$ cat config.mk
export PLATFORM = sky130hd
export DESIGN_NAME = tdsa_controller_flat
export DESIGN_NICKNAME = d
export VERILOG_FILES = /design/src/design/tdsa_pkg.sv /design/src/design/tdsa_link_if.sv /design/src/design/tdsa_controller.sv /design/src/flat_wrapper.sv
export SDC_FILE = /design/constraint.sdc
export NUM_CORES = 1
export LEC_CHECK = 0
export BUFFER_PORTS_ARGS = -buffer_cell sky130_fd_sc_hd__buf_2
export CAP_MARGIN = 20
export CORE_UTILIZATION = 50
export DETAILED_ROUTE_END_ITERATION = 8
export PLACE_DENSITY = 0.69
export SLEW_MARGIN = 0
export SYNTH_ARGS = -nofsm -noshare
export SYNTH_HDL_FRONTEND = slang
export SYNTH_SLANG_ARGS = --single-unit
$ cat constraint.sdc
create_clock -name CLK_SYS -period 2.51 [get_ports CLK_SYS]
set_input_delay 0.3765 -clock CLK_SYS [delete_from_list [all_inputs] [get_ports CLK_SYS]]
set_output_delay 0.3765 -clock CLK_SYS [all_outputs]
set_load 0.01 [all_outputs]
$ cat src/design/tdsa_pkg.sv
// Package with shared constants and types for the twin shift accumulator.
package tdsa_pkg;
    // ------------------------------------------------------------
    // Sizes
    // ------------------------------------------------------------
    localparam int TDSA_DEPTH = 512;
    localparam int TDSA_PTR_W = 9;
    localparam logic [8:0] TDSA_PTR_LAST = 9'h1FF;
    localparam logic [8:0] TDSA_PTR_RST = 9'h000;
    // ------------------------------------------------------------
    // Timing
    // ------------------------------------------------------------
    localparam int TDSA_CLK_MHZ = 250;
    localparam int TDSA_PRR_MAX_KHZ = 5000;
    localparam int TDSA_PRR_MIN_KHZ = 10;
    // Cycles per phase; four phases make one bit period of at most 5 MHz.
    localparam int TDSA_PHASE_CYC =
        (TDSA_CLK_MHZ * 1000 + 4 * TDSA_PRR_MAX_KHZ - 1)
        / (4 * TDSA_PRR_MAX_KHZ);
    localparam logic [7:0] TDSA_PHASE_LAST = 8'(TDSA_PHASE_CYC - 1);
    localparam logic [7:0] TDSA_CNT_RST = 8'h00;
    // ------------------------------------------------------------
    // Types
    // ------------------------------------------------------------
    typedef enum logic [1:0] {
        TDSA_PH1,
        TDSA_PH2,
        TDSA_PH3,
        TDSA_PH4
    } tdsa_phase_t;
endpackage

$ cat src/design/tdsa_link_if.sv
// Pin-level link between the twin register device and its controller.
`timescale 1ns/1ps
interface tdsa_link_if;
    // Negative logic on every line: low level means logic one.
    logic [1:0] phi1_n;
    logic [1:0] phi2_n;
    logic [1:0] phi3_n;
    logic [1:0] phi4_n;
    logic [1:0] data_in_n;
    logic [1:0] data_out_n;
    logic recirculate_select_first_n;
    logic recirculate_select_second_n;
    modport device (
        input phi1_n, phi2_n, phi3_n, phi4_n, data_in_n,
        input recirculate_select_first_n, recirculate_select_second_n,
        output data_out_n
    );
    modport controller (
        output phi1_n, phi2_n, phi3_n, phi4_n, data_in_n,
        output recirculate_select_first_n, recirculate_select_second_n,
        input data_out_n
    );
endinterface

$ cat src/design/tdsa_controller.sv
// Controller end: phase generator, data and store drive for both registers.
`timescale 1ns/1ps
module tdsa_controller
    import tdsa_pkg::*;
(
    input wire logic CLK_SYS,
    input wire logic RST_B,
    input wire logic [1:0] RUN,
    input wire logic [1:0] DATA_IN,
    input wire logic [1:0] RECIRCULATE,
    input wire logic CASCADE,
    output logic [1:0] BIT_STROBE,
    output logic [1:0] DATA_OUT,
    tdsa_link_if.controller LINK
);
    // ------------------------------------------------------------
    // State
    // ------------------------------------------------------------
    typedef struct packed {
        tdsa_phase_t [1:0] phase;
        logic [1:0] [7:0] cnt;
        logic [1:0] active;
        logic [1:0] [3:0] phi;
        logic [1:0] din;
        logic [1:0] rec;
        logic [1:0] out_s1;
        logic [1:0] out_s2;
        logic [1:0] strobe;
        logic [1:0] dout;
    } tdsa_ctl_t;

    tdsa_ctl_t st_reg;
    tdsa_ctl_t st_next;

    always_comb begin
        st_next = st_reg;
        st_next.out_s1 = ~LINK.data_out_n;
        st_next.out_s2 = st_reg.out_s1;
        st_next.strobe = 2'b00;
        for (int i = 0; i < 2; i++) begin
            if (!st_reg.active[i]) begin
                st_next.phi[i] = 4'h0;
                if (RUN[i] && st_reg.phase[i] == TDSA_PH1) begin
                    st_next.active[i] = 1'b1;
                    st_next.cnt[i] = TDSA_CNT_RST;
                    st_next.phi[i] = 4'h1;
                end
            end else if (st_reg.cnt[i] != TDSA_PHASE_LAST) begin
                // Each phase lasts a fixed count, bounding rate at 5 MHz.
                st_next.cnt[i] = st_reg.cnt[i] + 8'h01;
            end else begin
                st_next.cnt[i] = TDSA_CNT_RST;
                // Phases advance strictly one, two, three, four.
                case (st_reg.phase[i])
                    TDSA_PH1: begin
                        st_next.phase[i] = TDSA_PH2;
                        st_next.phi[i] = 4'h2;
                    end
                    TDSA_PH2: begin
                        st_next.phase[i] = TDSA_PH3;
                        st_next.phi[i] = 4'h4;
                    end
                    TDSA_PH3: begin
                        st_next.phase[i] = TDSA_PH4;
                        st_next.phi[i] = 4'h8;
                    end
                    TDSA_PH4: begin
                        st_next.phase[i] = TDSA_PH1;
                        st_next.phi[i] = RUN[i] ? 4'h1 : 4'h0;
                        st_next.active[i] = RUN[i];
                        st_next.strobe[i] = 1'b1;
                        st_next.dout[i] = st_reg.out_s2[i];
                    end
                    default: begin
                        st_next.phase[i] = TDSA_PH1;
                        st_next.active[i] = 1'b0;
                    end
                endcase
            end
            // Load data and store during phase one; hold them steady over phases two through four.
            if (st_next.phi[i][0]) begin
                st_next.din[i] = DATA_IN[i];
                st_next.rec[i] = RECIRCULATE[i];
            end
        end
        // Cascade: second register is fed by the first one's output.
        if (CASCADE && st_next.phi[1][0]) begin
            st_next.din[1] = st_reg.out_s2[0];
            st_next.rec[1] = 1'b0;
        end
    end

    always_ff @(posedge CLK_SYS or negedge RST_B) begin
        if (!RST_B) begin
            st_reg <= '0;
        end else begin
            st_reg <= st_next;
        end
    end

    // Negative logic drive on the link.
    always_comb begin
        for (int i = 0; i < 2; i++) begin
            LINK.phi1_n[i] = ~st_reg.phi[i][0];
            LINK.phi2_n[i] = ~st_reg.phi[i][1];
            LINK.phi3_n[i] = ~st_reg.phi[i][2];
            LINK.phi4_n[i] = ~st_reg.phi[i][3];
        end
    end
    assign LINK.data_in_n = ~st_reg.din;
    assign LINK.recirculate_select_first_n = ~st_reg.rec[0];
    assign LINK.recirculate_select_second_n = ~st_reg.rec[1];
    assign BIT_STROBE = st_reg.strobe;
    assign DATA_OUT = st_reg.dout;
endmodule

$ cat src/flat_wrapper.sv
// flat-port wrapper written by rule: the top's interface ports become plain ports
module tdsa_controller_flat import tdsa_pkg::*;
  (CLK_SYS, RST_B, RUN, DATA_IN, RECIRCULATE, CASCADE, BIT_STROBE, DATA_OUT, LINK_phi1_n, LINK_phi2_n, LINK_phi3_n, LINK_phi4_n, LINK_data_in_n, LINK_recirculate_select_first_n, LINK_recirculate_select_second_n, LINK_data_out_n);
  tdsa_link_if LINK_i ();
  input wire logic CLK_SYS;
  input wire logic RST_B;
  input wire logic [1:0] RUN;
  input wire logic [1:0] DATA_IN;
  input wire logic [1:0] RECIRCULATE;
  input wire logic CASCADE;
  output logic [1:0] BIT_STROBE;
  output logic [1:0] DATA_OUT;
  output wire logic [$bits(LINK_i.phi1_n)-1:0] LINK_phi1_n;
  output wire logic [$bits(LINK_i.phi2_n)-1:0] LINK_phi2_n;
  output wire logic [$bits(LINK_i.phi3_n)-1:0] LINK_phi3_n;
  output wire logic [$bits(LINK_i.phi4_n)-1:0] LINK_phi4_n;
  output wire logic [$bits(LINK_i.data_in_n)-1:0] LINK_data_in_n;
  output wire logic [$bits(LINK_i.recirculate_select_first_n)-1:0] LINK_recirculate_select_first_n;
  output wire logic [$bits(LINK_i.recirculate_select_second_n)-1:0] LINK_recirculate_select_second_n;
  input wire logic [$bits(LINK_i.data_out_n)-1:0] LINK_data_out_n;
  assign LINK_phi1_n = LINK_i.phi1_n;
  assign LINK_phi2_n = LINK_i.phi2_n;
  assign LINK_phi3_n = LINK_i.phi3_n;
  assign LINK_phi4_n = LINK_i.phi4_n;
  assign LINK_data_in_n = LINK_i.data_in_n;
  assign LINK_recirculate_select_first_n = LINK_i.recirculate_select_first_n;
  assign LINK_recirculate_select_second_n = LINK_i.recirculate_select_second_n;
  assign LINK_i.data_out_n = LINK_data_out_n;
  tdsa_controller u_core (.CLK_SYS(CLK_SYS), .RST_B(RST_B), .RUN(RUN), .DATA_IN(DATA_IN), .RECIRCULATE(RECIRCULATE), .CASCADE(CASCADE), .BIT_STROBE(BIT_STROBE), .DATA_OUT(DATA_OUT), .LINK(LINK_i));
endmodule
==> run_summary.xml <==
<?xml version="1.0" encoding="UTF-8"?>
<metrics>
  <group name="sta">
    <metric name="slew_headroom" unit="%">40.21</metric>
    <metric name="fin_crit_sh" unit="%">73.26</metric>
    <metric name="clock-skew-final" unit="ns">0.003889</metric>
    <metric name="grt_setup_unrepaired" unit="">no</metric>
    <metric name="final-setup-viol-count" unit="">0</metric>
    <metric name="slew_violations" unit="">0</metric>
    <metric name="max_freq" unit="MHz">543.9</metric>
    <metric name="timing_worst_slew_pin_value" unit="ns">0.8969</metric>
    <metric name="timing_hold_violations_final" unit="">0</metric>
    <metric name="final.min_clock_period" unit="ns">1.839</metric>
    <metric name="setup_total_negative_slack" unit="ns">0</metric>
  </group>
  <group name="power_and_ir_drop">
    <metric name="static-leakage-power" unit="nW">1.169</metric>
    <metric name="cellPowerDensity" unit="nW/µm²">1010</metric>
    <metric name="max-vdd-ir-drop" unit="mV">0.5765</metric>
  </group>
  <group name="cts">
    <metric name="numClockSinks" unit="">42</metric>
    <metric name="clkLatencyLatePin" unit="ns">0.29</metric>
    <metric name="clock_tree_buf_depth" unit="">2</metric>
    <metric name="tritoncts.num_buffers" unit="">5</metric>
    <metric name="root_buffer" unit="">clkbuf_8</metric>
    <metric name="clkSlewWorstSetupHoldPaths" unit="ns">0.08</metric>
    <metric name="holdBufCountCts" unit="">0</metric>
    <metric name="cts_tree" unit="">done</metric>
    <metric name="post_cts_setup_driven_buffer_insertion_count" unit="">0</metric>
    <metric name="ctsResizeCount" unit="">0</metric>
    <metric name="htree_levels" unit="">2</metric>
  </group>
  <group name="drt">
    <metric name="vias_per_cell" unit="">5.292</metric>
    <metric name="route.vias.total" unit="">1466</metric>
    <metric name="remaining_drc_errors" unit="">2</metric>
    <metric name="drt_first_pass_iters" unit="">6</metric>
    <metric name="antenna_left" unit="">0</metric>
    <metric name="route.detailed.wl_per_inst" unit="µm">12.99</metric>
    <metric name="drt_iter0_markers" unit="">65</metric>
    <metric name="wirelength" unit="µm">3597</metric>
  </group>
  <group name="die">
    <metric name="fp.dieH" unit="µm">66.57</metric>
    <metric name="floorplan.initialDensity" unit="%">52.11</metric>
    <metric name="dieArea" unit="µm²">4431</metric>
    <metric name="number_of_core_rows" unit="">23</metric>
    <metric name="die_x" unit="µm">66.57</metric>
    <metric name="io_count" unit="">27</metric>
    <metric name="core-area" unit="µm²">4000</metric>
  </group>
  <group name="synth">
    <metric name="synth_nets" unit="">225</metric>
    <metric name="seq_area_frac_synth" unit="%">50.42</metric>
    <metric name="postSynth.asyncResetShare" unit="%">100.0</metric>
    <metric name="syn_inst" unit="">202</metric>
    <metric name="synth.ff_latch_count" unit="">42</metric>
    <metric name="synthesis.area_per_instance" unit="µm²">10.32</metric>
    <metric name="synth_mux_area_share" unit="%">5.342</metric>
    <metric name="synth_xor_area_share" unit="%">1.261</metric>
    <metric name="synth-compound-area-share" unit="%">13.63</metric>
    <metric name="number_of_enable_flip_flop_cells_after_synthesis" unit="">0</metric>
    <metric name="synth_ff_type" unit="">dfrtp_1</metric>
    <metric name="synth.lib_cells_used.distinct" unit="">37</metric>
    <metric name="yosys.area_share.simple" unit="%">14.05</metric>
    <metric name="fraction_of_the_mapped_netlist_area_in_adder_cells" unit="%">7.203</metric>
    <metric name="largest_family_of_logic_cells_by_synthesized_area" unit="">simple AND/OR/NAND/NOR gates</metric>
    <metric name="synthesis.yosys.warnings" unit="">0</metric>
    <metric name="netlist_area" unit="µm²">2084</metric>
  </group>
  <group name="run_status">
    <metric name="failed_checks" unit="">design-rule violations</metric>
    <metric name="status" unit="">finished with violations</metric>
  </group>
  <group name="finish">
    <metric name="finish.instance_area" unit="µm²">2307</metric>
    <metric name="fillCellCount" unit="">342</metric>
    <metric name="largest_reg_flops" unit="">36</metric>
    <metric name="areaGrowthSynthToFinish" unit="%">10.68</metric>
    <metric name="drive_above_1_share" unit="%">20.70</metric>
    <metric name="antenna-diode-count" unit="">0</metric>
    <metric name="nNetsFinal" unit="">249</metric>
  </group>
  <group name="placed_design">
    <metric name="place_area" unit="µm²">2221</metric>
    <metric name="io_buffer_count" unit="">26</metric>
    <metric name="hpwlAfterDp" unit="µm">2566</metric>
    <metric name="final_wtd_congestion" unit="">0.7564</metric>
  </group>
  <group name="worst_setup_path">
    <metric name="cp_data_arrival_time" unit="ns">2.01</metric>
    <metric name="path_buf_inv" unit="">1</metric>
    <metric name="cp_slowest_cell" unit="">dfrtp_1</metric>
    <metric name="critical_path.startpoint_type" unit="">flop</metric>
    <metric name="crit_path_end_kind" unit="">flop</metric>
    <metric name="critical_path_peak_fanout" unit="">9</metric>
    <metric name="path_cells" unit="">inv_1 &gt; ha_1 &gt; and4b_4 &gt; and2_4 &gt; o311ai_4 &gt; mux2_2</metric>
    <metric name="worst_path_dominant_cell_family" unit="">flip-flops</metric>
    <metric name="slowest_delay" unit="ns">0.42</metric>
    <metric name="worstPathRequired" unit="ns">2.69</metric>
    <metric name="crit_type" unit="">flop to flop</metric>
  </group>
  <group name="global_route">
    <metric name="initial_antenna_violation_count" unit="">0</metric>
    <metric name="vias_in_the_first_global_route" unit="">1441</metric>
    <metric name="grt_start_max_net_pins" unit="">43</metric>
    <metric name="grt_pass1_wl" unit="µm">6230</metric>
    <metric name="grtUsageTotal" unit="%">18.77</metric>
    <metric name="grt_remaining_overflow" unit="">0</metric>
  </group>
  <group name="hold_path">
    <metric name="hp-class" unit="">primary input to async pin</metric>
  </group>
  <group name="run">
    <metric name="cap_violations" unit="">0</metric>
  </group>
</metrics>
## cells in the mapped netlist (4+ instances only)
| cell | count | area share [%] |
|---|---|---|
| buf_4 | 4 | 1.4 |
| nand3_1 | 5 | 1.2 |
| mux2_2 | 5 | 2.7 |
| mux2i_1 | 4 | 1.9 |
| dfrtp_1 | 42 | 50 |
| a31oi_1 | 12 | 3.6 |
| o21ai_0 | 12 | 2.9 |
| a21oi_1 | 9 | 2.2 |
| nand2_1 | 24 | 4.3 |
| inv_1 | 28 | 5.0 |
| a22o_1 | 4 | 1.7 |
| ha_1 | 12 | 7.2 |
## metal layers
metal | up-vias | part of all wire, % | global-route usage, %
li1 | 735 | - | -
met1 | 698 | 47 | 23.43
met2 | 28 | 48 | 31.44
met3 | 5 | 3.6 | 5.137
met4 | 0 | 1.0 | 5.585
met5 | - | 0 | 0
## power breakdown
part	switching (W)	total (W)	internal, W	leakage, nW
Clock	0.000226	0.000423	0.000196	0.0452
Sequential	0.000228	0.00114	0.000909	0.515
Combinational	0.000395	0.000770	0.000375	0.609
Total	0.000849	0.00233	0.00148	1.17
## area by class of cell
cell class	count	area (µm²)	share of cell area (%)
sequential	42	1051	45.55
multi-input combinational	122	864.6	37.47
timing repair buffer	27	137.6	5.965
inverter	28	105.1	4.555
clock buffer	6	72.57	3.145
tap	50	62.56	2.712
clock inverter	2	13.76	0.5965
## worst paths after layout
check,from,end,slack (ns),cells past startpoint
worst min register to register,u_core.st_next[5],u_core.st_reg[5],0.35,0
worst min-delay path,RST_B,u_core.st_reg[18],0.21,1
min in group CLK_SYS,LINK_data_out_n[1],u_core.st_next[5],0.22,2
worst max-delay path,u_core.st_reg[22],u_core.st_reg[10],0.67,6
worst max register to register,u_core.st_reg[22],u_core.st_reg[10],0.67,6
max in group asynchronous,RST_B,u_core.st_reg[16],1.74,1
## worst reg2reg max path, cell delays in order, from the launching register on
cell and delay, ns:
dfrtp_1 0.42, inv_1 0.07, ha_1 0.20, and4b_4 0.21
and2_4 0.19, o311ai_4 0.27, mux2_2 0.37
## cells in the final DEF (no fill, tap or decap), types with 2 or more instances in the layout
cell type and n:
nand3_1 5, nor3_2 2, nor2_1 3, dfrtp_1 42
a21oi_1 9, and3_1 3, and4b_1 2, ha_1 12
buf_2 26, xor2_1 3, or3_1 2, o21ai_0 12
mux2i_1 4, clkbuf_8 5, nand4_1 3, a22o_1 4
inv_1 28, nand2b_1 3, a31oi_1 12, nand2_1 24
mux2_2 5
## stage by stage
| stage | hold slack, ns | utilization [%] | total power, W | setup WS (ns) | cells |
|---|---|---|---|---|---|
| detailed placement | 0.3370 | 55.52 | 0.001920 | 0.7117 | 269 |
| global placement | 0.3332 | 55.52 | 0.001883 | 0.7452 | 269 |
| finish | 0.2086 | 57.68 | 0.002329 | 0.6713 | 277 |
| floorplan | 0.08091 | - | 0.001681 | 0.7092 | 202 |
| global route | 0.2032 | 57.68 | 0.002535 | 0.5656 | 277 |
| CTS | 0.2117 | 57.68 | 0.002360 | 0.6649 | 277 |
## cells by family after synthesis
group	count (synthesis)
buf+inv	38
fa+ha+maj	12
simple gates	54
xor+xnor	3
flops	42
compound gates	43
mux	10
No activity file was read; power rests on OpenSTA's default activity.
